File: config.mk
export PLATFORM = sky130hd
export DESIGN_NAME = stepper_param_regs
export DESIGN_NICKNAME = d
export VERILOG_FILES = /design/src/include/stepper_regs_pkg.sv /design/src/include/speed_if.sv /design/src/hdl/sensor_sync.sv /design/src/hdl/speed_limiter.sv /design/src/hdl/stepper_param_regs.sv
export SDC_FILE = /design/constraint.sdc
export NUM_CORES = 1
export LEC_CHECK = 0
export BUFFER_PORTS_ARGS = -buffer_cell sky130_fd_sc_hd__buf_2
export CORE_ASPECT_RATIO = 1.5
export CORE_UTILIZATION = 35
export DETAILED_ROUTE_END_ITERATION = 10
export HOLD_SLACK_MARGIN = 0.05
export SLEW_MARGIN = 20
export SYNTH_ARGS = -nofsm -noshare
export SYNTH_HDL_FRONTEND = slang
export SYNTH_SLANG_ARGS = --single-unit
File: constraint.sdc
create_clock -name clk -period 8.4 [get_ports clk]
set_input_delay 0.42 -clock clk [delete_from_list [all_inputs] [get_ports clk]]
set_output_delay 0.42 -clock clk [all_outputs]
set_load 0.02 [all_outputs]
File: src/include/stepper_regs_pkg.sv
// register map, field values and limits of the stepper parameter registers
package stepper_regs_pkg;

	// word addresses; 32-bit values take base (low half) and base+1 (high half)
	localparam logic [15:0] ADDR_ROTOR_PHASE  = 16'h5008;
	localparam logic [15:0] ADDR_RESOLUTION   = 16'h5009;
	localparam logic [15:0] ADDR_SENSE        = 16'h500a;
	localparam logic [15:0] ADDR_FS_THR_LO    = 16'h500b;
	localparam logic [15:0] ADDR_FS_THR_HI    = 16'h500c;
	localparam logic [15:0] ADDR_MORPH        = 16'h500d;
	localparam logic [15:0] ADDR_GOAL_LO      = 16'h500e;
	localparam logic [15:0] ADDR_GOAL_HI      = 16'h500f;
	localparam logic [15:0] ADDR_ORDER        = 16'h5010;
	localparam logic [15:0] ADDR_SENSOR_SEL   = 16'h5011;
	localparam logic [15:0] ADDR_ACCEL_CUR    = 16'h5012;
	localparam logic [15:0] ADDR_DECEL_CUR    = 16'h5013;
	localparam logic [15:0] ADDR_CRUISE_CUR   = 16'h5014;

	// resolution codes and sensor selection limit
	localparam logic [15:0] RES_INVALID       = 16'h0006;
	localparam logic [15:0] RES_MAX           = 16'h0008;
	localparam logic [15:0] SENSOR_MAX        = 16'h0007;

	// phase current window in mA
	localparam logic [15:0] CUR_MIN_MA        = 16'h0096;
	localparam logic [15:0] CUR_MAX_MA        = 16'h05dc;

	// commanded speed window in pulses per second
	localparam logic [31:0] SPEED_MIN_PPS     = 32'h0000_0008;
	localparam logic [31:0] SPEED_MAX_PPS     = 32'h0001_d4c0;

	// values after reset
	localparam logic [15:0] RST_RESOLUTION    = 16'h0000;
	localparam logic [15:0] RST_SENSE         = 16'h0001;
	localparam logic [31:0] RST_FS_THR        = 32'h0000_0000;
	localparam logic [15:0] RST_MORPH         = 16'h0000;
	localparam logic [31:0] RST_GOAL          = 32'h0000_0000;
	localparam logic [15:0] RST_ORDER         = 16'h0000;
	localparam logic [15:0] RST_SENSOR_SEL    = 16'h0000;
	localparam logic [15:0] RST_CURRENT       = 16'h0096;

	// motion phase codes from the motion engine
	localparam logic [1:0]  PHASE_ACCEL       = 2'h0;
	localparam logic [1:0]  PHASE_DECEL       = 2'h1;
	localparam logic [1:0]  PHASE_CRUISE      = 2'h2;

	typedef logic [3:0] res_code_t;

endpackage

File: src/include/speed_if.sv
// speed request and limited speed between control and limiter
`timescale 1ns/1ns
interface speed_if;
	logic [31:0] req_pps;
	logic [3:0]  res_code;
	logic        morph_en;
	logic [31:0] lim_pps_ff;
	logic        too_slow_ff;
	logic        too_fast_ff;

	modport ctrl (output req_pps, output res_code, output morph_en,
		input lim_pps_ff, input too_slow_ff, input too_fast_ff);
	modport limiter (input req_pps, input res_code, input morph_en,
		output lim_pps_ff, output too_slow_ff, output too_fast_ff);
endinterface

File: src/hdl/sensor_sync.sv
// three-stage synchroniser with agreement filter for discrete inputs
`timescale 1ns/1ns
module sensor_sync
	import stepper_regs_pkg::*;
#(
	parameter int WIDTH = 8
) (
	// clock and reset
	input  wire logic             clk,
	input  wire logic             rst_n,
	// pins and filtered levels
	input  wire logic [WIDTH-1:0] pins,
	output logic      [WIDTH-1:0] levels_ff
);
	logic [WIDTH-1:0] s1_ff;
	logic [WIDTH-1:0] s2_ff;
	logic [WIDTH-1:0] s3_ff;

	always_ff @(posedge clk or negedge rst_n) begin
		if (!rst_n) begin
			s1_ff     <= '0;
			s2_ff     <= '0;
			s3_ff     <= '0;
			levels_ff <= '0;
		end else begin
			s1_ff <= pins;
			s2_ff <= s1_ff;
			s3_ff <= s2_ff;
			// only bits where stages two and three agree may move
			levels_ff <= (levels_ff & ~(s2_ff ~^ s3_ff)) | (s2_ff & (s2_ff ~^ s3_ff));
		end
	end
endmodule

File: src/hdl/speed_limiter.sv
// clamps the commanded speed to the window allowed by the resolution while morphing, else to the fixed window
`timescale 1ns/1ns
module speed_limiter
	import stepper_regs_pkg::*;
(
	// clock and reset
	input  wire logic clk,
	input  wire logic rst_n,
	// speed request and answer
	speed_if.limiter  spd
);
	logic [31:0] max_pps;

	// upper limit scales with resolution only while morphing
	assign max_pps = spd.morph_en ? (SPEED_MAX_PPS << spd.res_code) : SPEED_MAX_PPS;

	always_ff @(posedge clk or negedge rst_n) begin
		if (!rst_n) begin
			spd.lim_pps_ff  <= SPEED_MIN_PPS;
			spd.too_slow_ff <= 1'b0;
			spd.too_fast_ff <= 1'b0;
		end else begin
			spd.too_slow_ff <= spd.req_pps < SPEED_MIN_PPS;
			spd.too_fast_ff <= spd.req_pps > max_pps;
			if (spd.req_pps < SPEED_MIN_PPS)
				spd.lim_pps_ff <= SPEED_MIN_PPS;
			else if (spd.req_pps > max_pps)
				spd.lim_pps_ff <= max_pps;
			else
				spd.lim_pps_ff <= spd.req_pps;
		end
	end

	// limited speed never leaves the window
	chk_speed_window: assert property (@(posedge clk) disable iff (!rst_n)
		spd.lim_pps_ff >= SPEED_MIN_PPS && spd.lim_pps_ff <= (SPEED_MAX_PPS << 8))
		else $error("limited speed outside window");
	cover_speed_clamp_high: cover property (@(posedge clk) disable iff (!rst_n)
		spd.too_fast_ff);
endmodule

File: src/hdl/stepper_param_regs.sv
// parameter and status registers of the stepper driver
// Function
// - rotor microstep phase is a 16-bit read-only register within four full steps.
// - resolution codes 0-5,7,8 give divisions 1/1 to 1/256 and code 6 is invalid.
// - rotation sense 1 commands forward and 0 backward.
// - a 32-bit full-step switch threshold in full steps per second is held.
// - with morphing on, full-step mode starts once speed reaches the threshold.
// - with morphing off, microstepping stays at all speeds and torque boost is off.
// - a 32-bit goal position in microsteps is held.
// - a 16-bit motion order code selects the movement to perform.
// - a limit sensor selection 0 to 7 names the watched discrete input.
// - acceleration phase current is in mA within 150 to 1500.
// - deceleration phase current is in mA within 150 to 1500.
// - cruise phase current is in mA within 150 to 1500.
// - an invalid resolution write reports a data error.
// - commanded speed is limited to 8 pps up to 120000, scaled by resolution when morphing.
`timescale 1ns/1ns
module stepper_param_regs
	import stepper_regs_pkg::*;
#(
	parameter int SENSORS = 8
) (
	// clock and reset
	input  wire logic               clk,
	input  wire logic               rst_n,
	// register access, coil qualifies a single-bit access
	input  wire logic [15:0]        reg_addr,
	input  wire logic               reg_coil,
	input  wire logic               reg_wr,
	input  wire logic [15:0]        reg_wdata,
	input  wire logic               reg_rd,
	output logic      [15:0]        reg_rdata_ff,
	output logic                    reg_rvalid_ff,
	output logic                    reg_addr_err_ff,
	output logic                    data_error_ff,
	// motion engine status
	input  wire logic [15:0]        rotor_phase_in,
	input  wire logic [31:0]        speed_fs_in,
	input  wire logic [31:0]        speed_req_in,
	input  wire logic [1:0]         motion_phase_in,
	// motion engine configuration
	output logic      [3:0]         resolution_ff,
	output logic                    forward_ff,
	output logic      [31:0]        fs_threshold_ff,
	output logic                    fullstep_mode_ff,
	output logic                    torque_boost_ff,
	output logic      [31:0]        goal_pos_ff,
	output logic      [15:0]        motion_order_ff,
	output logic      [2:0]         sensor_sel_ff,
	output logic      [15:0]        phase_current_ff,
	output logic      [31:0]        speed_lim_pps,
	output logic                    speed_too_slow,
	output logic                    speed_too_fast,
	// limit sensors
	input  wire logic [SENSORS-1:0] sensor_pins,
	output logic                    sensor_level_ff
);
	logic [1:0]         rst_sync_ff;
	logic               rst_n_i;
	logic [15:0]        sense_ff;
	logic [15:0]        morph_ff;
	logic [15:0]        res_reg_ff;
	logic [15:0]        sensor_reg_ff;
	logic [15:0]        accel_cur_ff;
	logic [15:0]        decel_cur_ff;
	logic [15:0]        cruise_cur_ff;
	logic [SENSORS-1:0] sensor_levels;
	logic               wr_word;
	logic               wr_bit;
	logic               res_ok;
	logic               cur_ok;
	logic               sensor_ok;
	logic               bad_write;
	logic [15:0]        nxt_rdata;
	logic               nxt_addr_err;

	speed_if spd ();

	// reset released through two flops so every block leaves reset together
	always_ff @(posedge clk or negedge rst_n) begin
		if (!rst_n)
			rst_sync_ff <= 2'b00;
		else
			rst_sync_ff <= {rst_sync_ff[0], 1'b1};
	end
	assign rst_n_i = rst_sync_ff[1];

	assign wr_word = reg_wr && !reg_coil;
	assign wr_bit  = reg_wr && reg_coil;

	// code 6 and anything above 8 is refused
	assign res_ok    = (reg_wdata <= RES_MAX) && (reg_wdata != RES_INVALID);
	assign cur_ok    = (reg_wdata >= CUR_MIN_MA) && (reg_wdata <= CUR_MAX_MA);
	assign sensor_ok = reg_wdata <= SENSOR_MAX;

	// resolution keeps its old code on a refused write
	always_ff @(posedge clk or negedge rst_n_i) begin
		if (!rst_n_i)
			res_reg_ff <= RST_RESOLUTION;
		else if (wr_word && reg_addr == ADDR_RESOLUTION && res_ok)
			res_reg_ff <= reg_wdata;
	end
	assign resolution_ff = res_reg_ff[3:0];

	// rotation sense, word and coil views share one register
	always_ff @(posedge clk or negedge rst_n_i) begin
		if (!rst_n_i)
			sense_ff <= RST_SENSE;
		else if (wr_word && reg_addr == ADDR_SENSE)
			sense_ff <= reg_wdata;
		// coil write touches bit 0 only
		else if (wr_bit && reg_addr == ADDR_SENSE)
			sense_ff <= {sense_ff[15:1], reg_wdata[0]};
	end
	assign forward_ff = sense_ff[0];

	// threshold written a half at a time
	always_ff @(posedge clk or negedge rst_n_i) begin
		if (!rst_n_i)
			fs_threshold_ff <= RST_FS_THR;
		else if (wr_word && reg_addr == ADDR_FS_THR_LO)
			fs_threshold_ff[15:0] <= reg_wdata;
		else if (wr_word && reg_addr == ADDR_FS_THR_HI)
			fs_threshold_ff[31:16] <= reg_wdata;
	end

	// morphing enable, word and coil views
	always_ff @(posedge clk or negedge rst_n_i) begin
		if (!rst_n_i)
			morph_ff <= RST_MORPH;
		else if (wr_word && reg_addr == ADDR_MORPH)
			morph_ff <= reg_wdata;
		else if (wr_bit && reg_addr == ADDR_MORPH)
			morph_ff <= {morph_ff[15:1], reg_wdata[0]};
	end

	// full-step once speed reaches threshold while morphing
	always_ff @(posedge clk or negedge rst_n_i) begin
		if (!rst_n_i) begin
			fullstep_mode_ff <= 1'b0;
			torque_boost_ff  <= 1'b0;
		end else begin
			fullstep_mode_ff <= morph_ff[0] && (speed_fs_in >= fs_threshold_ff);
			torque_boost_ff  <= morph_ff[0];
		end
	end

	always_ff @(posedge clk or negedge rst_n_i) begin
		if (!rst_n_i)
			goal_pos_ff <= RST_GOAL;
		else if (wr_word && reg_addr == ADDR_GOAL_LO)
			goal_pos_ff[15:0] <= reg_wdata;
		else if (wr_word && reg_addr == ADDR_GOAL_HI)
			goal_pos_ff[31:16] <= reg_wdata;
	end

	always_ff @(posedge clk or negedge rst_n_i) begin
		if (!rst_n_i)
			motion_order_ff <= RST_ORDER;
		else if (wr_word && reg_addr == ADDR_ORDER)
			motion_order_ff <= reg_wdata;
	end

	// sensor selection, values above 7 refused
	always_ff @(posedge clk or negedge rst_n_i) begin
		if (!rst_n_i)
			sensor_reg_ff <= RST_SENSOR_SEL;
		else if (wr_word && reg_addr == ADDR_SENSOR_SEL && sensor_ok)
			sensor_reg_ff <= reg_wdata;
	end
	assign sensor_sel_ff = sensor_reg_ff[2:0];

	// currents outside the window keep the old value
	always_ff @(posedge clk or negedge rst_n_i) begin
		if (!rst_n_i)
			accel_cur_ff <= RST_CURRENT;
		else if (wr_word && reg_addr == ADDR_ACCEL_CUR && cur_ok)
			accel_cur_ff <= reg_wdata;
	end

	always_ff @(posedge clk or negedge rst_n_i) begin
		if (!rst_n_i)
			decel_cur_ff <= RST_CURRENT;
		else if (wr_word && reg_addr == ADDR_DECEL_CUR && cur_ok)
			decel_cur_ff <= reg_wdata;
	end

	always_ff @(posedge clk or negedge rst_n_i) begin
		if (!rst_n_i)
			cruise_cur_ff <= RST_CURRENT;
		else if (wr_word && reg_addr == ADDR_CRUISE_CUR && cur_ok)
			cruise_cur_ff <= reg_wdata;
	end

	// current handed to the power stage follows the motion phase
	always_ff @(posedge clk or negedge rst_n_i) begin
		if (!rst_n_i)
			phase_current_ff <= RST_CURRENT;
		else if (motion_phase_in == PHASE_ACCEL)
			phase_current_ff <= accel_cur_ff;
		else if (motion_phase_in == PHASE_DECEL)
			phase_current_ff <= decel_cur_ff;
		else
			phase_current_ff <= cruise_cur_ff;
	end

	// refused writes raise a one-cycle data error
	assign bad_write = wr_word && (
		(reg_addr == ADDR_RESOLUTION && !res_ok) ||
		(reg_addr == ADDR_SENSOR_SEL && !sensor_ok) ||
		((reg_addr == ADDR_ACCEL_CUR || reg_addr == ADDR_DECEL_CUR ||
		  reg_addr == ADDR_CRUISE_CUR) && !cur_ok));

	always_ff @(posedge clk or negedge rst_n_i) begin
		if (!rst_n_i)
			data_error_ff <= 1'b0;
		else
			data_error_ff <= bad_write;
	end

	// read mux; coil reads give bit 0 only
	always_comb begin
		nxt_rdata    = 16'h0000;
		nxt_addr_err = 1'b0;
		if (reg_coil) begin
			if (reg_addr == ADDR_SENSE)
				nxt_rdata = {15'h0000, sense_ff[0]};
			else if (reg_addr == ADDR_MORPH)
				nxt_rdata = {15'h0000, morph_ff[0]};
			else
				nxt_addr_err = 1'b1;
		end else begin
			unique case (reg_addr)
				// live rotor phase from the motion engine
				ADDR_ROTOR_PHASE: nxt_rdata = rotor_phase_in;
				ADDR_RESOLUTION:  nxt_rdata = res_reg_ff;
				ADDR_SENSE:       nxt_rdata = sense_ff;
				ADDR_FS_THR_LO:   nxt_rdata = fs_threshold_ff[15:0];
				ADDR_FS_THR_HI:   nxt_rdata = fs_threshold_ff[31:16];
				ADDR_MORPH:       nxt_rdata = morph_ff;
				ADDR_GOAL_LO:     nxt_rdata = goal_pos_ff[15:0];
				ADDR_GOAL_HI:     nxt_rdata = goal_pos_ff[31:16];
				ADDR_ORDER:       nxt_rdata = motion_order_ff;
				ADDR_SENSOR_SEL:  nxt_rdata = sensor_reg_ff;
				ADDR_ACCEL_CUR:   nxt_rdata = accel_cur_ff;
				ADDR_DECEL_CUR:   nxt_rdata = decel_cur_ff;
				ADDR_CRUISE_CUR:  nxt_rdata = cruise_cur_ff;
				default:          nxt_addr_err = 1'b1;
			endcase
		end
	end

	always_ff @(posedge clk or negedge rst_n_i) begin
		if (!rst_n_i) begin
			reg_rdata_ff  <= 16'h0000;
			reg_rvalid_ff <= 1'b0;
		end else begin
			reg_rvalid_ff <= reg_rd;
			if (reg_rd)
				reg_rdata_ff <= nxt_rdata;
		end
	end

	// writes to the phase address are dropped and flagged unmapped
	always_ff @(posedge clk or negedge rst_n_i) begin
		if (!rst_n_i)
			reg_addr_err_ff <= 1'b0;
		else
			reg_addr_err_ff <= (reg_rd && nxt_addr_err) ||
				(reg_wr && (nxt_addr_err || reg_addr == ADDR_ROTOR_PHASE));
	end

	// speed limiter sees resolution and morphing
	assign spd.req_pps  = speed_req_in;
	assign spd.res_code = resolution_ff;
	assign spd.morph_en = morph_ff[0];
	assign speed_lim_pps  = spd.lim_pps_ff;
	assign speed_too_slow = spd.too_slow_ff;
	assign speed_too_fast = spd.too_fast_ff;

	speed_limiter u_limiter (
		.clk   (clk),
		.rst_n (rst_n_i),
		.spd   (spd.limiter)
	);

	// selected sensor level; interrupt declaration stays with the program
	sensor_sync #(.WIDTH(SENSORS)) u_sensors (
		.clk       (clk),
		.rst_n     (rst_n_i),
		.pins      (sensor_pins),
		.levels_ff (sensor_levels)
	);

	always_ff @(posedge clk or negedge rst_n_i) begin
		if (!rst_n_i)
			sensor_level_ff <= 1'b0;
		else
			sensor_level_ff <= sensor_levels[sensor_sel_ff];
	end

	chk_phase_read: assert property (@(posedge clk) disable iff (!rst_n_i)
		(reg_rd && !reg_coil && reg_addr == ADDR_ROTOR_PHASE)
		|=> reg_rvalid_ff && reg_rdata_ff == $past(rotor_phase_in))
		else $error("phase read wrong");
	chk_res_refused: assert property (@(posedge clk) disable iff (!rst_n_i)
		(wr_word && reg_addr == ADDR_RESOLUTION && reg_wdata == RES_INVALID)
		|=> data_error_ff && $stable(resolution_ff))
		else $error("invalid resolution accepted");
	chk_res_legal: assert property (@(posedge clk) disable iff (!rst_n_i)
		res_reg_ff != RES_INVALID && res_reg_ff <= RES_MAX)
		else $error("resolution code illegal");
	chk_sense_coil: assert property (@(posedge clk) disable iff (!rst_n_i)
		(wr_bit && reg_addr == ADDR_SENSE)
		|=> forward_ff == $past(reg_wdata[0]) && sense_ff[15:1] == $past(sense_ff[15:1]))
		else $error("sense coil write wrong");
	chk_thr_halves: assert property (@(posedge clk) disable iff (!rst_n_i)
		(wr_word && reg_addr == ADDR_FS_THR_HI)
		|=> fs_threshold_ff[31:16] == $past(reg_wdata) && $stable(fs_threshold_ff[15:0]))
		else $error("threshold high half wrong");
	chk_fullstep_on: assert property (@(posedge clk) disable iff (!rst_n_i)
		(morph_ff[0] && speed_fs_in >= fs_threshold_ff) |=> fullstep_mode_ff)
		else $error("full-step not entered");
	chk_morph_off: assert property (@(posedge clk) disable iff (!rst_n_i)
		(!morph_ff[0]) [*2] |-> !fullstep_mode_ff && !torque_boost_ff)
		else $error("microstep not held with morphing off");
	chk_goal_low: assert property (@(posedge clk) disable iff (!rst_n_i)
		(wr_word && reg_addr == ADDR_GOAL_LO)
		|=> goal_pos_ff[15:0] == $past(reg_wdata)
			&& goal_pos_ff[31:16] == $past(goal_pos_ff[31:16]))
		else $error("goal low half wrong");
	chk_order_write: assert property (@(posedge clk) disable iff (!rst_n_i)
		(wr_word && reg_addr == ADDR_ORDER) |=> motion_order_ff == $past(reg_wdata))
		else $error("order not stored");
	chk_sensor_range: assert property (@(posedge clk) disable iff (!rst_n_i)
		sensor_reg_ff <= SENSOR_MAX)
		else $error("sensor selection out of range");
	chk_accel_range: assert property (@(posedge clk) disable iff (!rst_n_i)
		accel_cur_ff >= CUR_MIN_MA && accel_cur_ff <= CUR_MAX_MA)
		else $error("accel current out of range");
	chk_decel_range: assert property (@(posedge clk) disable iff (!rst_n_i)
		decel_cur_ff >= CUR_MIN_MA && decel_cur_ff <= CUR_MAX_MA)
		else $error("decel current out of range");
	chk_cruise_range: assert property (@(posedge clk) disable iff (!rst_n_i)
		(wr_word && reg_addr == ADDR_CRUISE_CUR && !cur_ok)
		|=> data_error_ff && $stable(cruise_cur_ff))
		else $error("cruise current write not refused");

	cover_fullstep_entry: cover property (@(posedge clk) disable iff (!rst_n_i)
		!fullstep_mode_ff ##1 fullstep_mode_ff);
	cover_bad_resolution: cover property (@(posedge clk) disable iff (!rst_n_i)
		data_error_ff);
	cover_morph_coil: cover property (@(posedge clk) disable iff (!rst_n_i)
		wr_bit && reg_addr == ADDR_MORPH);
endmodule

Word-level counts from Yosys, hierarchy flattened
Cells that the tools add are included.
{ "classes": {"n_lt_le_gt_ge": 8, "eq_ne": 15, "shifts": 1, "mux": 19, "bitwise": 7, "n_reduce_logical": 46} }
{ "ops": {"columns": ["op", "n"], "rows": [
  ["equality test 16 x 15 -> 1 bit (second input constant)", 13],
  ["one-hot mux 16 bit (13 select lines)", 1],
  ["2-to-1 mux 16 bit", 6],
  ["2-to-1 mux 32 bit", 3],
  [">= comparator 32 bit", 1],
  ["greater-than comparator 32 bit", 1],
  ["less-than comparator 32 x 4 -> 1 bit (second input constant)", 1],
  ["left shift 17 x 4 -> 32 bit (first input constant)", 1],
  ["logical AND 1 bit", 30],
  ["bitwise AND 8 bit", 2],
  [">= comparator 16 x 8 -> 1 bit (second input constant)", 1],
  ["<= comparator 16 x 11 -> 1 bit (second input constant)", 1],
  ["<= comparator 16 x 3 -> 1 bit (second input constant)", 1],
  ["<= comparator 16 x 4 -> 1 bit (second input constant)", 1],
  ["!= test 16 x 3 -> 1 bit (second input constant)", 1],
  ["OR reduction 13 bit", 1],
  ["2-to-1 mux 1 bit", 8],
  ["NOT 8 bit", 1],
  ["OR 8 bit", 1],
  ["bitwise XNOR 8 bit", 1],
  ["logical OR 1 bit", 6],
  ["zero test 1 bit", 4],
  ["less-than comparator 3 x 4 -> 1 bit (second input constant)", 1],
  ["AND reduction 2 bit", 2],
  ["5 further kinds", 7]
]} }
{ "word_totals": {"reg_bits": 298, "in_bits": 127, "output_inout_bits": 160} }

Longest topological paths before layout
Gate-level depths: netlist of run 1.
{ "depth": {"depth_word": 7, "depth_mapped": 14, "depth_no_buf": 13} }

Hierarchy
From an unflattened synthesis of run 1, not the netlist that was laid out.
{ "unflattened": {"cells_unflattened": 1267, "area_unflattened_um2": 15003.1} }
{ "by_module_without_submodules": {"columns": ["module", "n_inst", "cells_per_inst", "area_per_inst_um2", "seq_area_each_um2"], "rows": [
  ["stepper_param_regs", 1, 966, 11648.7, 5826.8],
  ["speed_limiter", 1, 261, 2463.6, 852.1],
  ["sensor_sync", 1, 40, 890.9, 800.8]
]} }

Least setup slack after synthesis of run 1
Ideal clock, no wire load.
{ "synth_timing": {"kind": "reg2reg", "from": "reg res_reg_ff[0]", "to": "reg u_limiter.spd.lim_pps_ff[10]", "setup_time_ns": 0.125, "arrival_ns": 3.189, "required_ns": 8.275, "slack_ns": 5.086, "stages_incl_launch_ff": 14, "path_buffers": 1, "period_less_slack_ns": 3.314, "cell_sequence": "dfrtp_1 > inv_1 > ha_1 > nor2_1 > a21oi_1 > o221a_2 > ha_1 > nand4_1 > a211oi_1 > a2111oi_0 > o211a_1 > a21o_1 > buf_1 > mux2_2"} }
{ "synth_between": {"elab_chain_len": 5} }
{ "synth_rtl": {"columns": ["item", "line", "source"], "rows": [
  ["start: declaration", "stepper_param_regs.sv:62", "logic [15:0] res_reg_ff;"],
  ["start signal: assignment", "stepper_param_regs.sv:101", "res_reg_ff <= reg_wdata;"],
  ["left shift 17 x 4 -> 32 bit (*)", "speed_limiter.sv:15", "assign max_pps = spd.morph_en ? (SPEED_MAX_PPS << spd.res_code) : SPEED_MAX_PPS;"],
  ["2-to-1 mux 32 bit (*)", "speed_limiter.sv:15", null],
  ["greater-than comparator 32 bit", "speed_limiter.sv:27", "else if (spd.req_pps > max_pps)"],
  ["2-to-1 mux 32 bit (*)", "speed_limiter.sv:27", null],
  ["2-to-1 mux 32 bit (*)", "speed_limiter.sv:25", "if (spd.req_pps < SPEED_MIN_PPS)"],
  ["end signal: assignment", "speed_limiter.sv:28", "spd.lim_pps_ff <= max_pps;"],
  ["end signal: assignment", "speed_limiter.sv:30", "spd.lim_pps_ff <= spd.req_pps;"],
  ["end: declaration", "speed_if.sv:14", "output lim_pps_ff, output too_slow_ff, output too_fast_ff);"]
]} }
Mark *: on every way between the ends. The rest lies on a longest branch, timed or not.
A chain may end at the register's enable or synchronous reset.

Worst setup path in the final report of run 1
{ "layout_timing": {"from": "reg res_reg_ff[1]", "to": "reg u_limiter.spd.lim_pps_ff[23]"} }
The elaborated chain is that of the path after synthesis.

==> results of run 1 <==
kinds of logic (layout without fill, tap and decap cells):
| kind of cell | Yosys count | count (layout) | synth area share (%) |
|---|---|---|---|
| simple gates | 337 | 337 | 12.7 |
| flops | 298 | 298 | 51.3 |
| buf+inv | 128 | 407 | 3.85 |
| compound gates | 236 | 236 | 11.5 |
| mux | 187 | 187 | 14.6 |
| other cells | 1 | 4 | 0.0257 |
| fa+ha+maj | 72 | 72 | 6.04 |
per-stage QoR:
stage / utilization [%] / cells / worst slack (ns) / instance area, sq um
detailed placement: 40.0 / 2034 / 3.74 / 16500
floorplan: - / 1259 / 3.54 / 14600
finish: 42.7 / 2099 / 4.13 / 17600
CTS: 42.6 / 2095 / 3.72 / 17500
global placement: 40.0 / 2034 / 3.98 / 16500
global route: 42.7 / 2099 / 3.78 / 17600
where the power goes:
group / leakage, nW / internal (mW) / total [mW] / switching, mW
Sequential: 3.88 / 1.46 / 1.47 / 0.0122
Clock: 0.481 / 0.773 / 1.34 / 0.567
Combinational: 4.29 / 0.0707 / 0.197 / 0.126
worst max-delay path: cells and delay by family (launching register included):
kind	cells	cell delay [ns]
DFF	1	0.67
muxes	1	0.42
AOI/OAI and AO/OA	6	1.78
adders and majority gates	2	0.68
and+or+nand+nor	2	0.30
buffers and inverters	1	0.27
layout make-up:
cell class,instances,area (sq um)
Antenna cell,3,7.51
Clock buffer,44,872
Clock inverter,8,93.8
Fill cell,3958,23600
Inverter,47,176
Multi-Input combinational cell,833,6570
Sequential cell,298,7480
Tap cell,558,698
Timing Repair Buffer,308,1650
routing by layer:
layer  vias up  part of all wire, %  GRT usage (%)
met1      5720                   39           28.7
li1       5117                    -              -
met4         2                  4.3           10.8
met5         -                0.018              0
met3       113                  6.4           3.26
met2       538                   50           41.7
cells in the mapped netlist, types with 21 or more instances:
cell,n
dfrtp_1,280
o21ai_0,57
nor2_1,60
ha_1,64
nor2b_1,23
inv_1,47
and2_1,33
mux2_1,21
clkbuf_1,51
a22oi_1,40
a21oi_1,35
nand2_1,95
mux2_2,136
worst max path at each step:
stage               slack, ns                                      to  depth (start not counted)                      start
floorplan                3.54              asynchronous set/reset pin                          0   rst_sync_ff[1]$_DFF_PN0_
global placement         3.98  u_limiter.spd.lim_pps_ff[20]$_DFF_PN0_                         12  res_reg_ff[1]$_DFFE_PN0P_
detailed placement       3.74  u_limiter.spd.lim_pps_ff[23]$_DFF_PN0_                         12  res_reg_ff[1]$_DFFE_PN0P_
CTS                      3.72  u_limiter.spd.lim_pps_ff[23]$_DFF_PN0_                         12  res_reg_ff[1]$_DFFE_PN0P_
global route             3.78  u_limiter.spd.lim_pps_ff[23]$_DFF_PN0_                         12  res_reg_ff[1]$_DFFE_PN0P_
finish                   4.13  u_limiter.spd.lim_pps_ff[23]$_DFF_PN0_                         12  res_reg_ff[1]$_DFFE_PN0P_
layout by cell type, fill, tap and decap left out, types with 33 or more instances in the layout:
cell	count
ha_1	64
nand2_1	95
inv_1	47
buf_2	286
o21ai_0	57
nor2_1	58
a21oi_1	35
dfrtp_1	279
and2_1	33
mux2_2	136
a22oi_1	40
==> run metrics, run 1 <==
post-CTS setup buffer count 0; Startpoint Class flip-flop; Critical Path Max Stage Delay 0.67 ns; CP Data Arrival Time 4.70 ns; Tcrit/Tclk final 50.8%; Routed WL per cell 24.1 um; I/O pin total 287; cts hold-fix bufs 9; final net count 1708; static leakage 8.66 nW; via/cell ratio 5.47; HP Start speed_req_in[3]; DR vias 11500; unrepaired setup endpoints after global routing no; Antenna Nets Post-Route 0; CP max FO 32; pin count of the biggest net entering global routing 185; RePlAce Congestion 0.869; post-synthesis cell count 1259; die height 252 um; #FFs+latches synth 298; count of maximum capacitance violations 0; CP endpoint kind flip-flop; Cell Pwr Density 171 nW/um^2; Slew headroom 23.1%; global-route wire length before repair 75.2 mm; Tot Pwr 3.01 mW; vias in the first global route 11600; critical-path cell list inv_1 > ha_1 > nor2_1 > a21oi_1 > o221a_2 > ha_1 > nand4_1 > a211oi_1 > a2111oi_0 > o211a_1 > a21o_2 > mux2_2; TritonCTS Buffers 29; R2R setup slack 4.13 ns; Total GRT Usage 23.7%; synth warn 0; global route overflow 0; number of H-tree levels 1; Max Freq 234 MHz; CTS tree yes; area leader, netlist dfrtp_1; worst r2r src res_reg_ff[1]$_DFFE_PN0P_; Min-Delay Endpoint u_limiter.spd.lim_pps_ff[3]$_DFF_PN1_; register area share after synthesis 51.3%; # DRC 0; largest registers fs_threshold_ff: 32 flops, goal_pos_ff: 32 flops, u_limiter.spd.lim_pps_ff: 32 flops; Die Footprint 42500 sq um; initial antenna violation count 4; Die Width 169 um; run status finished, final reports clean; worst-case clock buffer depth 3; Layout area overhead 20.4%; fin crit period 4.27 ns; Min-Delay Path Class in -> reg; Core Box Area 41100 sq um; Peak supply drop 122 uV; CP dominant cell by count ha_1; port bufs 286; DP Wirelength 37.7 mm; clock sink count 298; Post-synth ARST share 100%; Post-Synthesis Cell Area 14600 sq um; worst reg2reg endpoint u_limiter.spd.lim_pps_ff[23]$_DFF_PN0_; Slew Limit Fails 0; Netlist cell types 80; final hold violation count 0; crit path kind reg -> reg; Yosys top cell area share 48.0%; worst-case clock skew 0.0138 ns; Starting DRT DRC Count 957; cell row count 91; cts repair resizes 0; setup TNS 0 ns; Post-synth EDFFs 0; CTS root buffer clkbuf_16; fraction of layout cells with a size suffix above 1 35.2%; drt pass-1 iters 5; Post-Syn Area per Cell 11.6 sq um; worst hold stages 2; Worst-path clk slew 0.07 ns; reg2reg path depth 12; required time of the critical path 8.83 ns; Worst Max-Slew Pin Slew 1.15 ns; top_reg_cell synth dfrtp_1; worst hold margin 0.0702 ns; WL final 50.6 mm; top cells by area, synth dfrtp_1 48%, mux2_2 11%, ha_1 5.5%, dfstp_2 3.2%, nand2_1 2.4%; crit path max-delay cell type dfrtp_1; Mapped Nets 1450; final setup vio count 0; clock latency on the worst-skew pair 0.56 ns; Initial Utilization 35.5%
Power figures use the tool's default switching activity.
==> run 2, diff against run 1 <==
clock period = 4.3 ns   (was 8.4 ns; I/O delays follow)
==> run 2 against run 1 <==
Effect of this change:
- critical endpoint is now u_limiter.spd.lim_pps_ff[14]$_DFF_PN0_
- utilization increased by 1.4 points
- first-iteration DRC count is 0.42% lower
- clock power increased by 100%
- highest routed layer is now met4
- via count is 1.2% higher
- sequential share of layout area is 1.3 points lower
- critical path depth is 1 higher
- register-to-register slack lost 3.6 ns
- cell count up 2.7%
==> run metrics, run 2 (synthesized netlist as in run 1, its figures left out) <==
run status finished, final reports clean; final net count 1765; setup TNS 0 ns; Worst-path clk slew 0.06 ns; drt pass-1 iters 7; most common cell after layout, fill and taps aside buf_2; via/cell ratio 5.39; cell row count 91; final cell count without fillers 2156; DR vias 11600; die height 252 um; Initial Utilization 35.5%; Slew headroom 29.8%; Antenna Nets Post-Route 0; Starting DRT DRC Count 953; R2R setup slack 0.50 ns; CTS root buffer clkbuf_16; Setup crit end u_limiter.spd.lim_pps_ff[14]$_DFF_PN0_; port bufs 286; Die Width 169 um; clock latency on the worst-skew pair 0.57 ns; worst-case clock skew 0.0169 ns; Psw 1.42 mW; most frequent cells in the layout 286 x buf_2, 279 x dfrtp_1, 136 x mux2_2; Max Freq 263 MHz; unrepaired setup endpoints after global routing no; worst r2r src res_reg_ff[0]$_DFFE_PN0P_; Cell Pwr Density 331 nW/um^2; fraction of layout cells with a size suffix above 1 34.8%; DP Wirelength 38.0 mm; # DRC 0; Tcrit/Tclk final 88.3%; Reg power frac 47.9%; required time of the critical path 4.74 ns; Peak supply drop 247 uV; Die Footprint 42500 sq um; pin count of the biggest net entering global routing 97; final hold violation count 0; initial antenna violation count 2; fin crit period 3.80 ns; Startpoint Class flip-flop; global-route wire length before repair 76.0 mm; switch share 23.7%; Core Box Area 41100 sq um; combinational share of power 6.9%; vias in the first global route 12000; RePlAce Congestion 0.880; Min-Delay Path Class in -> reg; I/O pin total 287; power share of the clock group 45.2%; CP startpoint res_reg_ff[0]$_DFFE_PN0P_; Slew Limit Fails 0; count of maximum capacitance violations 0; TritonCTS Buffers 29; final setup vio count 0; CP endpoint kind flip-flop; global route overflow 0; number of H-tree levels 1; CP Data Arrival Time 4.23 ns; Worst Max-Slew Pin Slew 1.05 ns; crit path kind reg -> reg; cts hold-fix bufs 52; Total GRT Usage 23.8%; worst-case clock buffer depth 3; static leakage 8.91 nW; worst reg2reg endpoint u_limiter.spd.lim_pps_ff[14]$_DFF_PN0_; Fill cells 3867; largest registers fs_threshold_ff: 32 flops, goal_pos_ff: 32 flops, u_limiter.spd.lim_pps_ff: 32 flops; clock sink count 298; CTS tree yes; Layout area overhead 24.2%; reg2reg path depth 13; Cells after DPL 2049; internal power 4.58 mW; CP max FO 32; cts repair resizes 0; WL final 50.7 mm; Routed WL per cell 23.5 um; post-CTS setup buffer count 0
[run 2: power groups by stage]
stage          clock network (mW)  registers (mW)  logic [mW]
2_1_floorplan                   0            2.97       0.138
3_5_place_dp                    0            2.92       0.377
3_3_place_gp                    0            2.92       0.371
6_report                     2.71            2.87       0.415
5_1_grt                      2.86            2.87       0.450
4_1_cts                      2.75            2.87       0.415
[run 2: per-stage QoR]
step	area (sq um)	power, mW	utilization [%]	hold slack (ns)	worst slack, ns
2_1_floorplan	14600	3.11	-	-0.0806	0.986
3_3_place_gp	16600	3.29	40.3	-0.000129	0.629
3_5_place_dp	16600	3.30	40.3	0.00124	0.509
4_1_cts	18100	6.04	44.1	0.0585	0.499
5_1_grt	18100	6.19	44.1	0.0797	0.112
6_report	18100	5.99	44.1	0.0760	0.503
[run 2: cell type report]
class	instances	area, sq um	share of cell area [%]
multi-input combinational	833	6550	36.2
antenna	2	5.00	0.0276
inverter	47	176	0.974
sequential	298	7480	41.3
tap	558	698	3.85
timing repair buffer	365	2190	12.1
clock buffer	37	806	4.45
clock inverter	16	198	1.09
[run 2: how the worst min path moves through the flow]
stage                            from                        endpoint  slack, ns  cells after the start
global route        rotor_phase_in[6]     reg_rdata_ff[6]$_DFFE_PN0P_       0.08                      3
CTS                      reg_wdata[5]  fs_threshold_ff[5]$_DFFE_PN0P_       0.06                      3
detailed placement              rst_n        rst_sync_ff[0]$_DFF_PN0_      0.001                      1
floorplan                       rst_n        rst_sync_ff[0]$_DFF_PN0_      -0.08                      0
finish                   reg_wdata[5]  fs_threshold_ff[5]$_DFFE_PN0P_       0.08                      3
global placement                rst_n        rst_sync_ff[0]$_DFF_PN0_    -0.0001                      1
[run 2: critical path, stage by stage (launching register included)]
cell and delay, ns:
dfrtp_1 0.51, inv_1 0.18, ha_1 0.39, nor2_1 0.16, a21oi_1 0.06, o221a_2 0.25, ha_1 0.29, nand4_1 0.15
a211oi_1 0.06, a2111oi_0 0.52, o211a_1 0.26, a21o_1 0.09, buf_4 0.36, mux2_2 0.39
[run 2: per-layer routing]
layer | GRT usage [%] | up-vias | part of all wire [%]
met3 | 2.95 | 119 | 5.5
met4 | 10.8 | 0 | 4.9
met2 | 42.1 | 478 | 50
li1 | - | 5235 | -
met5 | 0 | - | 0
met1 | 28.6 | 5799 | 39
